### config.mk
export PLATFORM = sky130hd
export DESIGN_NAME = dme_engine
export DESIGN_NICKNAME = d
export VERILOG_FILES = /design/src/hdl/dme_pkg.sv /design/src/hdl/dme_engine.sv /design/src/hdl/dme_mult.sv /design/src/hdl/dme_sat.sv
export VERILOG_INCLUDE_DIRS = /design/src /design/src/hdl
export SDC_FILE = /design/constraint.sdc
export NUM_CORES = 2
export LEC_CHECK = 0
export BUFFER_PORTS_ARGS = -buffer_cell sky130_fd_sc_hd__buf_2
export CAP_MARGIN = 0
export CORE_MARGIN = 1.5
export CORE_UTILIZATION = 40
export CTS_BUF_LIST = sky130_fd_sc_hd__clkbuf_4
export CTS_CLUSTER_DIAMETER = 40
export CTS_CLUSTER_SIZE = 10
export DETAILED_ROUTE_END_ITERATION = 16
export GPL_TIMING_DRIVEN = 0
export PLACE_DENSITY = 0.61
export RECOVER_POWER = 100
export SLEW_MARGIN = 0
export SYNTH_ARGS = -nofsm -noshare
export SYNTH_HDL_FRONTEND = slang
export SYNTH_SLANG_ARGS = --single-unit
### constraint.sdc
create_clock -name clk -period 6.75 [get_ports clk]
set_clock_uncertainty 0.15 [all_clocks]
set_input_delay 0.3375 -clock clk [delete_from_list [all_inputs] [get_ports clk]]
set_output_delay 0.3375 -clock clk [all_outputs]
set_load 0.03 [all_outputs]
### src/hdl/dme_params.svh
// Constants of the signal-processing MAC engine
// Included by the engine files; definitions only
`ifndef DME_PARAMS_SVH
`define DME_PARAMS_SVH
`define DME_ACC_ZERO 40'h00_0000_0000
`define DME_MAX_131 40'h00_7FFF_FFFF
`define DME_MIN_131 40'hFF_8000_0000
`define DME_MAX_931 40'h7F_FFFF_FFFF
`define DME_MIN_931 40'h80_0000_0000
`define DME_ST_MAX 16'h7FFF
`define DME_ST_MIN 16'h8000
`define DME_RND_HALF 16'h8000
`endif

### src/hdl/dme_pkg.sv
// Types of the signal-processing MAC engine
// Shared by the engine top and its testbench
package dme_pkg;
   // One-hot operation codes
   typedef enum logic [14:0] {
      OP_CLR    = 15'h0001,
      OP_ED     = 15'h0002,
      OP_SQUARED_DIFF_ACCUM_OP   = 15'h0004,
      OP_MAC    = 15'h0008,
      OP_SQAC   = 15'h0010,
      OP_PREFETCH_MOVE_OP = 15'h0020,
      OP_MPY    = 15'h0040,
      OP_SQR    = 15'h0080,
      OP_MPYN   = 15'h0100,
      OP_MSC    = 15'h0200,
      OP_ADDAB  = 15'h0400,
      OP_SUBAB  = 15'h0800,
      OP_NEG    = 15'h1000,
      OP_ADDSH  = 15'h2000,
      OP_LAC    = 15'h4000
   } dme_op_t;
endpackage : dme_pkg

### src/hdl/dme_engine.sv
// Signal-processing MAC engine: multiplier, shifter, 40-bit adder,
// two accumulators, saturation, rounding, overflow flags, trap request.
// Assumes the instruction decoder presents one operation per cycle.
//
// Functional notes
// - 17x17 multiplier, barrel shifter, 40-bit adder, two accumulators, round and sat.
// - Engine op and general multiply never run in one cycle; ED uses both.
// - Accumulator add, subtract and negate need no operand beyond accumulators.
// - Clear, ED, SQUARED_DIFF_ACCUM_OP, MAC, square-acc, move, MULTIPLY_OP, square, negated MULTIPLY_OP, MULT_SUBTRACT_OP.
// - Modes: frac/int, sign, rounding, per-acc sat, store sat, sat mode.
// - Multiplier input bit 16 is zero for unsigned, sign for signed.
// - Scaler yields 1.31 fraction or 32-bit integer product.
// - Fractional operands have radix point right after the sign bit.
// - Same multiplier serves general signed, unsigned and mixed multiplies.
// - Byte multiply returns 16 bits, word multiply returns 32 bits.
// - Adder sign extends; selected accumulator is both source and target.
// - Add and load may scale incoming data through the barrel shifter.
// - Optional zero on one side; subtract complements and uses low borrow.
// - Overflow out of bit 39 is catastrophic, sign destroyed.
// - Guard overflow when bits 32 to 39 are not all equal.
// - Saturation uses sum, overflow, per-acc enables and the mode bit.
// - Saturated flag sets on bit 31 or bit 39 saturation.
// - Combined flags are ORs of both overflow and both saturated flags.
// - Guard flags follow every adder pass; flags held in status.
// - Trap request when guard flag and matching trap enable both set.
// - Rounding select 0 gives convergent, 1 gives conventional rounding.
`timescale 1ns/100ps
`include "dme_params.svh"
module dme_engine (
   // Clock and reset
   input wire logic clk,
   input wire logic nrst,
   // Engine instruction
   input wire logic op_valid,
   input wire dme_pkg::dme_op_t op_code,
   input wire logic acc_sel,
   input wire logic [15:0] x_data,
   input wire logic [15:0] y_data,
   input wire logic [3:0] shift_amt,
   // Core control mode bits
   input wire logic frac_int_select,
   input wire logic mult_sign_control,
   input wire logic rounding_select,
   input wire logic acc_a_sat_enable,
   input wire logic acc_b_sat_enable,
   input wire logic mem_write_sat_enable,
   input wire logic sat_mode_select,
   input wire logic acc_a_trap_enable,
   input wire logic acc_b_trap_enable,
   input wire logic sat_flags_clear,
   // General multiply
   input wire logic mul_valid,
   input wire logic mul_x_unsigned,
   input wire logic mul_y_unsigned,
   input wire logic mul_byte_mode,
   // Accumulator store
   input wire logic store_req,
   input wire logic store_acc_sel,
   input wire logic store_round,
   // Accumulators
   output logic [39:0] accumulator_a_q,
   output logic [39:0] accumulator_b_q,
   // Status
   output logic acc_a_guard_overflow_q,
   output logic acc_b_guard_overflow_q,
   output logic acc_a_saturated_q,
   output logic acc_b_saturated_q,
   output logic any_guard_overflow_q,
   output logic any_saturated_q,
   output logic arith_trap_q,
   // General multiply result
   output logic [31:0] mul_result_q,
   output logic mul_done_q,
   // Store result
   output logic [15:0] store_data_q,
   output logic store_valid_q
);
   import dme_pkg::*;

   // 41-bit add or subtract with optional zero on the first side
   function automatic logic [40:0] dme_add(input logic [39:0] a, input logic [39:0] b,
                                           input logic sub, input logic zero_a);
      logic [40:0] pa;
      logic [40:0] pb;
      pa = zero_a ? 41'h000_0000_0000 : {a[39], a};
      pb = sub ? ~{b[39], b} : {b[39], b};
      // Carry in low on add, borrow low (carry 1) on subtract
      dme_add = pa + pb + {40'h00_0000_0000, sub};
   endfunction : dme_add

   // Positive count shifts right, negative shifts left
   function automatic logic [39:0] dme_shift(input logic [39:0] v, input logic [3:0] amt);
      logic [3:0] left;
      left = 4'(~amt + 4'h1);
      dme_shift = amt[3] ? (v << left) : 40'($signed(v) >>> amt);
   endfunction : dme_shift

   // Rounds bits 15:0 away into bit 16
   function automatic logic [39:0] dme_round(input logic [39:0] v, input logic conv);
      if (!conv && v[15:0] == `DME_RND_HALF) begin
         // Tie goes to even, so repeated rounding does not drift
         dme_round = v + {24'h00_0000, v[16], 15'h0000};
      end else begin
         dme_round = v + {24'h00_0000, `DME_RND_HALF};
      end
   endfunction : dme_round

   logic [15:0] diff;
   logic [15:0] m_x;
   logic [15:0] m_y;
   logic m_xu;
   logic m_yu;
   logic m_frac;
   logic [39:0] prod;
   logic [39:0] acc_cur;
   logic [39:0] acc_oth;
   logic [39:0] shifted;
   logic [39:0] opnd_b;
   logic zero_a;
   logic sub;
   logic pass;
   logic upd;
   logic mul_go;
   logic [40:0] sum;
   logic [39:0] sat_res;
   logic g_ov;
   logic sat_hit;
   logic sat_en;
   logic a_ov_d;
   logic b_ov_d;
   logic a_sat_d;
   logic b_sat_d;
   logic [39:0] st_src;
   logic [39:0] st_rnd;
   logic [15:0] st_d;

   // Squared difference uses the 16-bit subtract in the same cycle
   assign diff = x_data - y_data;
   // Engine owns the multiplier; a general multiply in the same cycle is dropped
   assign mul_go = mul_valid & ~op_valid;

   // Multiplier operand and mode select
   always_comb begin
      m_x = x_data;
      m_y = y_data;
      m_xu = mult_sign_control;
      m_yu = mult_sign_control;
      m_frac = ~frac_int_select;
      if (op_valid) begin
         if (op_code == OP_ED || op_code == OP_SQUARED_DIFF_ACCUM_OP) begin
            m_x = diff;
            m_y = diff;
         end else if (op_code == OP_SQAC || op_code == OP_SQR) begin
            m_y = x_data;
         end
      end else begin
         m_xu = mul_x_unsigned;
         m_yu = mul_y_unsigned;
         m_frac = 1'b0;
         if (mul_byte_mode) begin
            // Byte multiply is unsigned only
            m_x = {8'h00, x_data[7:0]};
            m_y = {8'h00, y_data[7:0]};
            m_xu = 1'b1;
            m_yu = 1'b1;
         end
      end
   end

   dme_mult u_mult (
      .op_x(m_x),
      .op_y(m_y),
      .x_unsigned(m_xu),
      .y_unsigned(m_yu),
      .frac_mode(m_frac),
      .prod(prod)
   );

   assign acc_cur = acc_sel ? accumulator_b_q : accumulator_a_q;
   assign acc_oth = acc_sel ? accumulator_a_q : accumulator_b_q;
   // Incoming word sits in bits 31:16, sign extended
   assign shifted = dme_shift({{8{x_data[15]}}, x_data, 16'h0000}, shift_amt);

   // Operation decode onto the adder
   always_comb begin
      zero_a = 1'b0;
      opnd_b = prod;
      sub = 1'b0;
      pass = 1'b1;
      unique case (op_code)
         OP_CLR: begin
            zero_a = 1'b1;
            opnd_b = `DME_ACC_ZERO;
         end
         OP_ED, OP_MPY, OP_SQR: begin
            zero_a = 1'b1;
         end
         OP_SQUARED_DIFF_ACCUM_OP, OP_MAC, OP_SQAC: begin
            zero_a = 1'b0;
         end
         OP_PREFETCH_MOVE_OP: begin
            pass = 1'b0;
         end
         OP_MPYN: begin
            zero_a = 1'b1;
            sub = 1'b1;
         end
         OP_MSC: begin
            sub = 1'b1;
         end
         OP_ADDAB: begin
            opnd_b = acc_oth;
         end
         OP_SUBAB: begin
            opnd_b = acc_oth;
            sub = 1'b1;
         end
         OP_NEG: begin
            zero_a = 1'b1;
            opnd_b = acc_cur;
            sub = 1'b1;
         end
         OP_ADDSH: begin
            opnd_b = shifted;
         end
         OP_LAC: begin
            zero_a = 1'b1;
            opnd_b = shifted;
         end
         default: begin
            // Illegal code leaves the accumulators alone
            pass = 1'b0;
         end
      endcase
   end

   assign sum = dme_add(acc_cur, opnd_b, sub, zero_a);
   assign sat_en = acc_sel ? acc_b_sat_enable : acc_a_sat_enable;
   assign upd = op_valid & pass;

   dme_sat u_sat (
      .sum(sum),
      .sat_en(sat_en),
      .sat_mode(sat_mode_select),
      .res(sat_res),
      .guard_ov(g_ov),
      .saturated(sat_hit)
   );

   // Accumulators
   always_ff @(posedge clk or negedge nrst) begin
      if (!nrst) begin
         accumulator_a_q <= `DME_ACC_ZERO;
         accumulator_b_q <= `DME_ACC_ZERO;
      end else if (upd) begin
         if (acc_sel) begin
            accumulator_b_q <= sat_res;
         end else begin
            accumulator_a_q <= sat_res;
         end
      end
   end

   // Guard flags track the last pass; saturated flags stick, set beats clear
   assign a_ov_d = (upd & ~acc_sel) ? g_ov : acc_a_guard_overflow_q;
   assign b_ov_d = (upd & acc_sel) ? g_ov : acc_b_guard_overflow_q;
   assign a_sat_d = (upd & ~acc_sel & sat_hit) | (acc_a_saturated_q & ~sat_flags_clear);
   assign b_sat_d = (upd & acc_sel & sat_hit) | (acc_b_saturated_q & ~sat_flags_clear);

   always_ff @(posedge clk or negedge nrst) begin
      if (!nrst) begin
         acc_a_guard_overflow_q <= 1'b0;
         acc_b_guard_overflow_q <= 1'b0;
         acc_a_saturated_q <= 1'b0;
         acc_b_saturated_q <= 1'b0;
         any_guard_overflow_q <= 1'b0;
         any_saturated_q <= 1'b0;
      end else begin
         acc_a_guard_overflow_q <= a_ov_d;
         acc_b_guard_overflow_q <= b_ov_d;
         acc_a_saturated_q <= a_sat_d;
         acc_b_saturated_q <= b_sat_d;
         any_guard_overflow_q <= a_ov_d | b_ov_d;
         any_saturated_q <= a_sat_d | b_sat_d;
      end
   end

   // Trap request is a level while flag and enable stand
   always_ff @(posedge clk or negedge nrst) begin
      if (!nrst) begin
         arith_trap_q <= 1'b0;
      end else begin
         arith_trap_q <= (a_ov_d & acc_a_trap_enable) | (b_ov_d & acc_b_trap_enable);
      end
   end

   // General multiply result
   always_ff @(posedge clk or negedge nrst) begin
      if (!nrst) begin
         mul_result_q <= 32'h0000_0000;
         mul_done_q <= 1'b0;
      end else begin
         mul_done_q <= mul_go;
         if (mul_go) begin
            mul_result_q <= mul_byte_mode ? {16'h0000, prod[15:0]} : prod[31:0];
         end
      end
   end

   // Store path reads the accumulator as it stood before this cycle
   assign st_src = store_acc_sel ? accumulator_b_q : accumulator_a_q;
   assign st_rnd = store_round ? dme_round(st_src, rounding_select) : st_src;

   always_comb begin
      st_d = st_rnd[31:16];
      if (mem_write_sat_enable && !((&st_rnd[39:31]) || !(|st_rnd[39:31]))) begin
         st_d = st_rnd[39] ? `DME_ST_MIN : `DME_ST_MAX;
      end
   end

   always_ff @(posedge clk or negedge nrst) begin
      if (!nrst) begin
         store_data_q <= 16'h0000;
         store_valid_q <= 1'b0;
      end else begin
         store_valid_q <= store_req;
         if (store_req) begin
            store_data_q <= st_d;
         end
      end
   end
endmodule : dme_engine

### src/hdl/dme_mult.sv
// 17x17 multiplier with fractional or integer output scaler
// Combinational; the engine top registers whatever it keeps
`timescale 1ns/100ps
module dme_mult (
   // Operands
   input wire logic [15:0] op_x,
   input wire logic [15:0] op_y,
   input wire logic x_unsigned,
   input wire logic y_unsigned,
   input wire logic frac_mode,
   // Product, sign extended to 40 bits
   output logic [39:0] prod
);
   logic signed [16:0] ext_x;
   logic signed [16:0] ext_y;
   logic signed [33:0] p34;

   // Seventeenth bit is zero or the sign
   assign ext_x = {op_x[15] & ~x_unsigned, op_x};
   assign ext_y = {op_y[15] & ~y_unsigned, op_y};
   assign p34 = ext_x * ext_y;
   // Fractional drops the redundant sign bit, radix after sign: 1.31
   assign prod = frac_mode ? {{5{p34[33]}}, p34, 1'b0} : {{6{p34[33]}}, p34};
endmodule : dme_mult

### src/hdl/dme_sat.sv
// Overflow detection and saturation of a 41-bit adder result
// Combinational; the sum arrives sign extended by one bit
`timescale 1ns/100ps
`include "dme_params.svh"
module dme_sat (
   // Adder result and mode
   input wire logic [40:0] sum,
   input wire logic sat_en,
   input wire logic sat_mode,
   // Outcome
   output logic [39:0] res,
   output logic guard_ov,
   output logic saturated
);
   logic cat;
   logic b31_ov;

   // Sign of bit 39 no longer the true sign
   assign cat = sum[40] ^ sum[39];
   assign guard_ov = ~((&sum[39:32]) | ~(|sum[39:32]));
   assign b31_ov = ~((&sum[39:31]) | ~(|sum[39:31]));

   // Bit 40 always holds the true sign
   always_comb begin
      res = sum[39:0];
      saturated = 1'b0;
      if (sat_en) begin
         if (sat_mode) begin
            if (cat) begin
               res = sum[40] ? `DME_MIN_931 : `DME_MAX_931;
               saturated = 1'b1;
            end
         end else if (cat | b31_ov) begin
            res = sum[40] ? `DME_MIN_131 : `DME_MAX_131;
            saturated = 1'b1;
         end
      end
   end
endmodule : dme_sat

Word-level counts from Yosys, hierarchy flattened
Cells that the tools add are included.
- $add $sub $neg: 6
- multiply operators: 1
- div/mod/pow operators: 0
- magnitude comparators: 0
- eq/ne operators: 15
- shift-type cells: 2
- mux-type cells: 41
- bitwise operators: 33
- reductions and logical operators: 21
- operators with widths (cell ; number):
    2-to-1 mux 40 bit ; 12
    one-hot mux 40 bit (4 select lines) ; 1
    2-to-1 mux 16 bit ; 9
    2-to-1 mux 41 bit ; 2
    adder 41 x 1 -> 41 bit ; 1
    adder 41 bit ; 1
    inverter 41 bit ; 1
    adder 40 x 16 -> 40 bit ; 1
    adder 40 x 16 -> 40 bit (second input constant) ; 1
    left shift 40 x 4 -> 40 bit ; 1
    >>> shifter 32 x 4 -> 40 bit ; 1
    multiplier 17 x 17 -> 34 bit ; 1
    2-to-1 mux 34 bit ; 1
    2-to-1 mux 32 bit ; 1
    AND reduction 9 bit ; 2
    OR reduction 9 bit ; 2
    equality test 16 bit (second input constant) ; 1
    subtractor 16 bit ; 1
    equality test 15 x 1 -> 1 bit (second input constant) ; 1
    equality test 15 x 10 -> 1 bit (second input constant) ; 1
    equality test 15 x 11 -> 1 bit (second input constant) ; 1
    equality test 15 x 12 -> 1 bit (second input constant) ; 1
    equality test 15 x 13 -> 1 bit (second input constant) ; 1
    equality test 15 x 14 -> 1 bit (second input constant) ; 1
    25 further kinds ; 73
- flip-flop bits (word level): 137
- bits in latches: 0
- RAM bits: 0
- memory bits (read-only): 0
- bits of input ports: 72
- output and inout port bits: 137
- logic and storage cells: 132
- memories: 0

Logic depth before layout (Yosys ltp)
- word-level depth: 24
- gate-level depth with buffers: 59
- mapped depth without buffers: 57

Hierarchy
Synthesis repeated with hierarchy kept, for this count alone.
- cell total of the unflattened synthesis: 3086
- area total of the unflattened synthesis: 25826.0 sq um
- by module, submodules not included (module ; instances ; cells an instance ; area each (sq um) ; sequential area each (sq um)):
    dme_engine ; 1 ; 1690 ; 13701.9 ; 3428.3
    dme_mult ; 1 ; 1269 ; 11387.2 ; 0.0
    dme_sat ; 1 ; 127 ; 737.0 ; 0.0

Worst setup path after synthesis
Ideal clock, no wire load.
- path kind: input port to flip-flop
- from: in x_data[0]
- to: reg accumulator_b_q[11]
- library setup time: 96 ps
- data arrival time: 11902 ps
- required time: 6504 ps
- slack: -5397 ps
- stages on the path: 56
- path buffers: 3
- cell sequence: inv_1 > ha_1 > inv_1 > fa_1 > a21o_1 > a21oi_1 > o21bai_1 > a21oi_1 > o21bai_1 > a211o_1 > a21o_1 > a21oi_1 > o211ai_1 > xnor2_1 > o21ai_0 > a22o_1 > clkbuf_1 > nand2b_1 > (+20 left out) > o21ai_0 > a21oi_1 > xor2_1 > ha_1 > clkbuf_1 > nand2_1 > nor2_1 > nand2_1 > a2111oi_0 > nor2_1 > xnor2_1 > nand4_1 > or4_4 > nor4_4 > a22oi_4 > and3_4 > buf_6 > a311oi_2
- longest elaborated chain between the ends: 19
- elaborated cells between the ends (all ways): 32
- classes of those cells: 3 x add/sub; 1 x mul; 2 x shift; 16 x mux; 8 x bitwise; 2 x reduce/logical
- ends and longest elaborated chain (item ; line ; RTL):
    start, declared ; dme_engine.sv:37 ; input wire logic [15:0] x_data,
    subtractor 16 bit ; dme_engine.sv:138 ; assign diff = x_data - y_data;
    2-to-1 mux 16 bit ; dme_engine.sv:150 ; if (op_code == OP_ED || op_code == OP_SQUARED_DIFF_ACCUM_OP) begin
    2-to-1 mux 16 bit ; dme_engine.sv:149 ; if (op_valid) begin
    bitwise AND 1 bit (on tied branches) ; dme_mult.sv:19, dme_mult.sv:20 ;
    multiplier 17 x 17 -> 34 bit ; dme_mult.sv:21 ; assign p34 = ext_x * ext_y;
    2-to-1 mux 34 bit ; dme_mult.sv:23 ; assign prod = frac_mode ? {{5{p34[33]}}, p34, 1'b0} : {{6{p34[33]}}, p34};
    one-hot mux 40 bit (4 select lines) (*) ; dme_engine.sv:190 ; unique case (op_code)
    inverter 41 bit ; dme_engine.sv:86 ; pb = sub ? ~{b[39], b} : {b[39], b};
    (+3 left out) ; n/a ;
    OR reduction 9 bit ; dme_sat.sv:21 ; assign b31_ov = ~((&sum[39:31]) | ~(|sum[39:31]));
    inverter 1 bit ; dme_sat.sv:21 ;
    bitwise OR 1 bit ; dme_sat.sv:21 ;
    inverter 1 bit ; dme_sat.sv:21 ;
    bitwise OR 1 bit ; dme_sat.sv:33 ; end else if (cat | b31_ov) begin
    2-to-1 mux 40 bit ; dme_sat.sv:33 ;
    2-to-1 mux 40 bit ; dme_sat.sv:28 ; if (sat_mode) begin
    2-to-1 mux 40 bit (*) ; dme_sat.sv:27 ; if (sat_en) begin
    end signal, assigned ; dme_engine.sv:254 ; accumulator_b_q <= `DME_ACC_ZERO;
    end signal, assigned ; dme_engine.sv:257 ; accumulator_b_q <= sat_res;
    end, declared ; dme_engine.sv:62 ; output logic [39:0] accumulator_b_q,
Mark *: on every way between the ends. The rest lies on a longest branch, timed or not.
A chain may end at the register's enable or synchronous reset.

Worst setup path after layout
- from: in x_data[0]
- to: reg accumulator_a_q[2]
- longest elaborated chain between the ends: 19
- elaborated cells between the ends (all ways): 32
- classes of those cells: 3 x add/sub; 1 x mul; 2 x shift; 16 x mux; 8 x bitwise; 2 x reduce/logical
- ends and longest elaborated chain (item ; line ; RTL):
    subtractor 16 bit ; dme_engine.sv:138 ;
    2-to-1 mux 16 bit ; dme_engine.sv:150 ;
    2-to-1 mux 16 bit ; dme_engine.sv:149 ;
    bitwise AND 1 bit (on tied branches) ; dme_mult.sv:19, dme_mult.sv:20 ;
    multiplier 17 x 17 -> 34 bit ; dme_mult.sv:21 ;
    2-to-1 mux 34 bit ; dme_mult.sv:23 ;
    one-hot mux 40 bit (4 select lines) (*) ; dme_engine.sv:190 ;
    inverter 41 bit ; dme_engine.sv:86 ;
    (+3 left out) ; n/a ;
    OR reduction 9 bit ; dme_sat.sv:21 ;
    inverter 1 bit ; dme_sat.sv:21 ;
    bitwise OR 1 bit ; dme_sat.sv:21 ;
    inverter 1 bit ; dme_sat.sv:21 ;
    bitwise OR 1 bit ; dme_sat.sv:33 ;
    2-to-1 mux 40 bit ; dme_sat.sv:33 ;
    2-to-1 mux 40 bit ; dme_sat.sv:28 ;
    2-to-1 mux 40 bit (*) ; dme_sat.sv:27 ;
    end signal, assigned ; dme_engine.sv:253 ; accumulator_a_q <= `DME_ACC_ZERO;
    end signal, assigned ; dme_engine.sv:259 ; accumulator_a_q <= sat_res;
    end, declared ; dme_engine.sv:61 ; output logic [39:0] accumulator_a_q,
Marked as above.

==> parameters.txt <==
Parameter                              Value

Die
  Core region area    64300 µm²
  Row count    93
  Die ar.    66500 µm²
  Width of the chip    258 µm
  Chip height    258 µm
  Starting utilization of the core area    0.404
  Count of pins on the block boundary    209

Timing
  Aggregate negative setup slack    -456.25 ns
  Maximum clock rate    83.4 MHz
  Remaining max-slew budget at the tightest pin    -0.903
  Slew of the pin with the lowest slew margin    2.85 ns
  Final worst path period need    12.00 ns
  Number of hold violations in the final report    0
  Setup slack after layout    -5.25 ns
  Setup repair after global routing missed its margin    yes
  Period Utilization, post-route    1.78
  Final count of negative-setup-slack endpoints    108
  Slew Limit Fails    145

Global route
  Total Routing Usage GR    0.311
  Number of global-route vias before repair    25.7k
  Residual overflow from global routing    0
  Initial antenna violation count    1
  First-pass GRT wire length    158 mm
  Largest net degree at the start of global routing    92

Clocking
  Clock tree sinks    137
  CTS tree    done
  Clk root buf    sky130_fd_sc_hd__clkbuf_4
  CTS H-Tree Depth    4
  Cts bufs inserted    17
  Clock latency reported for the late side of the worst-skew pair    0.66 ns
  Clock Pin Slew Worst Setup and Hold Paths    0.12 ns
  Number of buffers on the longest clock path    2

Synth
  Fraction of registers with async set or reset after synthesis    1.00
  Sequential fraction of the synthesis area    0.132
  Area fraction of the dominant cell type after synthesis    0.230
  Syn avg cell area    8.01 µm²
  Cell type with the highest aggregate area in the netlist    sky130_fd_sc_hd__fa_1
  Dominant synthesized flop cell    sky130_fd_sc_hd__dfrtp_1
  Yosys warns    0
  Synth Instances    3243
  Number of enable flip-flop cells after synthesis    0
  Largest cells by area after synthesis    sky130_fd_sc_hd__fa_1 23%, sky130_fd_sc_hd__dfrtp_1 13%, sky130_fd_sc_hd__ha_1 6.9%
  Area of the mapped netlist    26000 µm²
  Number of unique standard cell types used by synthesis    87
  Number of nets produced by synthesis    3756
  Synthesis-stage register bit count    137

Placed design
  Pre-CTS setup slack    -7.21 ns
  HPWL after detailed placement    84.9 mm
  RePlAce Congestion    1.01
  Number of buffer cells added on primary ports    200

Final layout
  Sequential cell area in the final layout    3430 µm²
  Footprint of the multi-input gates    22800 µm²
  Layout cell share with drive strength beyond 1    0.203
  Syn-to-layout area delta    24.6%
  Number of fill cells    6288
  Fin nets    4124

Worst setup path
  Family with the most delay on the worst path    adder cells
  CP Launch Type    primary input
  Worst Path Class, Setup    primary input to flip-flop
  Highest net fanout along the worst path    10
  Crit end category    flip-flop
  Dominant cell type by count on the critical path    sky130_fd_sc_hd__fa_1
  Cell with the biggest individual delay on the critical path    sky130_fd_sc_hd__or4_4
  Number of buffer and inverter stages on the critical path    15
  Worst path max stage delay    0.58 ns
  Worst Path Arrival    12.38 ns
  Required time reported for the critical path endpoint    7.13 ns

Detailed routing
  Count of unresolved DRC violations after routing    0
  Total number of vias    26.1k
  Average wire per standard cell    23.6 µm
  Number of vias per cell    5.82
  Post-detailed-routing wire length    106 mm
  Initial DRC Count    2281
  Number of nets with antenna violations after detailed routing    0
  Number of detailed-route iterations in the first pass    7

Run
  Number of maximum-capacitance constraint violations    4

Status
  Result of the run    finished with violations
  Violations in the final reports    capacitance limit, slew limit, setup timing

Hold path
  Classification of the worst-slack hold path    primary input to flip-flop
## state kept, by name, indices dropped and copies added, names as in the netlist, 16 cells and up
signal           flops
accumulator_b_q     40
mul_result_q        32
store_data_q        16
accumulator_a_q     40
## final cells by class
cell class | count | area share
multi-input combinational | 2543 | 0.706
inverter | 369 | 0.0435
clock buffer | 17 | 0.00394
sequential | 137 | 0.106
tap | 855 | 0.0331
buffer | 180 | 0.0305
antenna | 2 | 0.000155
timing repair buffer | 363 | 0.0717
clock inverter | 14 | 0.00538
## metal layers
| metal | global-route usage | up-vias | part of all wire |
|---|---|---|---|
| met2 | 0.500 | 1181 | 0.47 |
| met3 | 0.0391 | 276 | 0.072 |
| met5 | 0 | - | 0 |
| li1 | - | 11821 | - |
| met1 | 0.403 | 12817 | 0.40 |
| met4 | 0.181 | 0 | 0.063 |
## stage by stage
stage                     hold WS (ns)  utilization  std cells  instance area, µm²
final                            0.172        0.503       4480               32400
after CTS                       0.0225        0.479       4402               30800
after detailed placement         0.170        0.446       4299               28700
after floorplan                 -0.108            -       3243               26600
after global placement           0.312        0.446       4298               28700
after global routing             0.188        0.503       4479               32400
## cell usage in the layout, fill, tap and decap left out, drive strengths merged, types with 30 or more instances in the layout
master,n
o22ai,30
nor3,51
fa,298
inv,368
clkbuf,305
nand2,379
buf,249
ha,143
nand2b,34
dfrtp,137
o21ai,187
nor2,377
mux2i,103
a221oi,79
a211oi,63
xor2,58
a21oi,185
o211ai,31
nand3,36
a21o,35
xnor2,94
## Yosys cell counts, types with 14 or more instances
library cell / instances
sky130_fd_sc_hd__nor4_1: 15
sky130_fd_sc_hd__fa_1: 298
sky130_fd_sc_hd__dfrtp_1: 137
sky130_fd_sc_hd__ha_1: 143
sky130_fd_sc_hd__a21o_1: 35
sky130_fd_sc_hd__a21oi_1: 185
sky130_fd_sc_hd__o22ai_1: 30
sky130_fd_sc_hd__clkbuf_1: 168
sky130_fd_sc_hd__o21a_1: 23
sky130_fd_sc_hd__mux2i_1: 103
sky130_fd_sc_hd__nor2_1: 377
sky130_fd_sc_hd__mux2_2: 24
sky130_fd_sc_hd__nor3_1: 51
sky130_fd_sc_hd__a31oi_1: 22
sky130_fd_sc_hd__a22o_1: 18
sky130_fd_sc_hd__xnor2_1: 94
sky130_fd_sc_hd__a221oi_1: 79
sky130_fd_sc_hd__xor2_1: 57
sky130_fd_sc_hd__o21ai_0: 177
sky130_fd_sc_hd__inv_1: 367
sky130_fd_sc_hd__or3_1: 14
sky130_fd_sc_hd__o21bai_1: 20
sky130_fd_sc_hd__nand2b_1: 34
sky130_fd_sc_hd__and2_1: 20
sky130_fd_sc_hd__nand2_1: 377
sky130_fd_sc_hd__nand4_1: 28
sky130_fd_sc_hd__a211oi_1: 51
sky130_fd_sc_hd__buf_1: 14
sky130_fd_sc_hd__o211ai_1: 31
sky130_fd_sc_hd__nand3_1: 35
## worst paths after layout
check                                    startpoint  slack [ns]             endpoint  cells after the start
worst min-delay path               acc_a_sat_enable        0.17  accumulator_b_q[39]                      4
worst min register to register      mul_result_q[9]        0.35      mul_result_q[9]                      2
worst max register to register  accumulator_a_q[16]        0.55     store_data_q[14]                     15
max in group asynchronous                      nrst        1.94   accumulator_a_q[4]                      3
worst max-delay path                      x_data[0]       -5.25   accumulator_a_q[2]                     61
min in group asynchronous                      nrst        0.99           mul_done_q                      2
## worst reg2reg max path, stage by stage (launching register included)
cell                        delay (ns)
sky130_fd_sc_hd__dfrtp_1          0.39
sky130_fd_sc_hd__clkbuf_1         0.41
sky130_fd_sc_hd__nand3b_1         0.19
sky130_fd_sc_hd__a2111oi_0        1.35
sky130_fd_sc_hd__nand2_1          0.27
sky130_fd_sc_hd__nor3_1           0.49
sky130_fd_sc_hd__nand4_1          0.25
sky130_fd_sc_hd__nor3_1           0.56
sky130_fd_sc_hd__nor3b_1          0.56
sky130_fd_sc_hd__nand4_1          0.19
sky130_fd_sc_hd__xor2_1           0.16
sky130_fd_sc_hd__mux2i_1          0.12
sky130_fd_sc_hd__nor2_1           0.41
sky130_fd_sc_hd__clkbuf_1         0.36
sky130_fd_sc_hd__o211ai_1         0.18
sky130_fd_sc_hd__o21ai_0          0.11
## timing repair
action | CTS | global route
setup endpoints to repair | 113 | 111
pin swaps | 108 | 165
hold buffers | 6 | 0
gates resized for setup | 267 | 267
buffers inserted | 72 | 85
endpoints found under the hold margin | 121 | 0
cloned | 2 | 2
## logic make-up after synthesis
logic type / count (synthesis) / share of synthesized area
compound gates: 797 / 0.207
xor+xnor: 152 / 0.0515
fa+ha+maj: 441 / 0.299
buf+inv: 563 / 0.0826
flops: 137 / 0.132
mux: 131 / 0.0536
simple gates: 1022 / 0.175
Power is left out: the tool's default activity adds up to more than one toggle a clock period on the data nets, which glitch-free logic cannot reach.
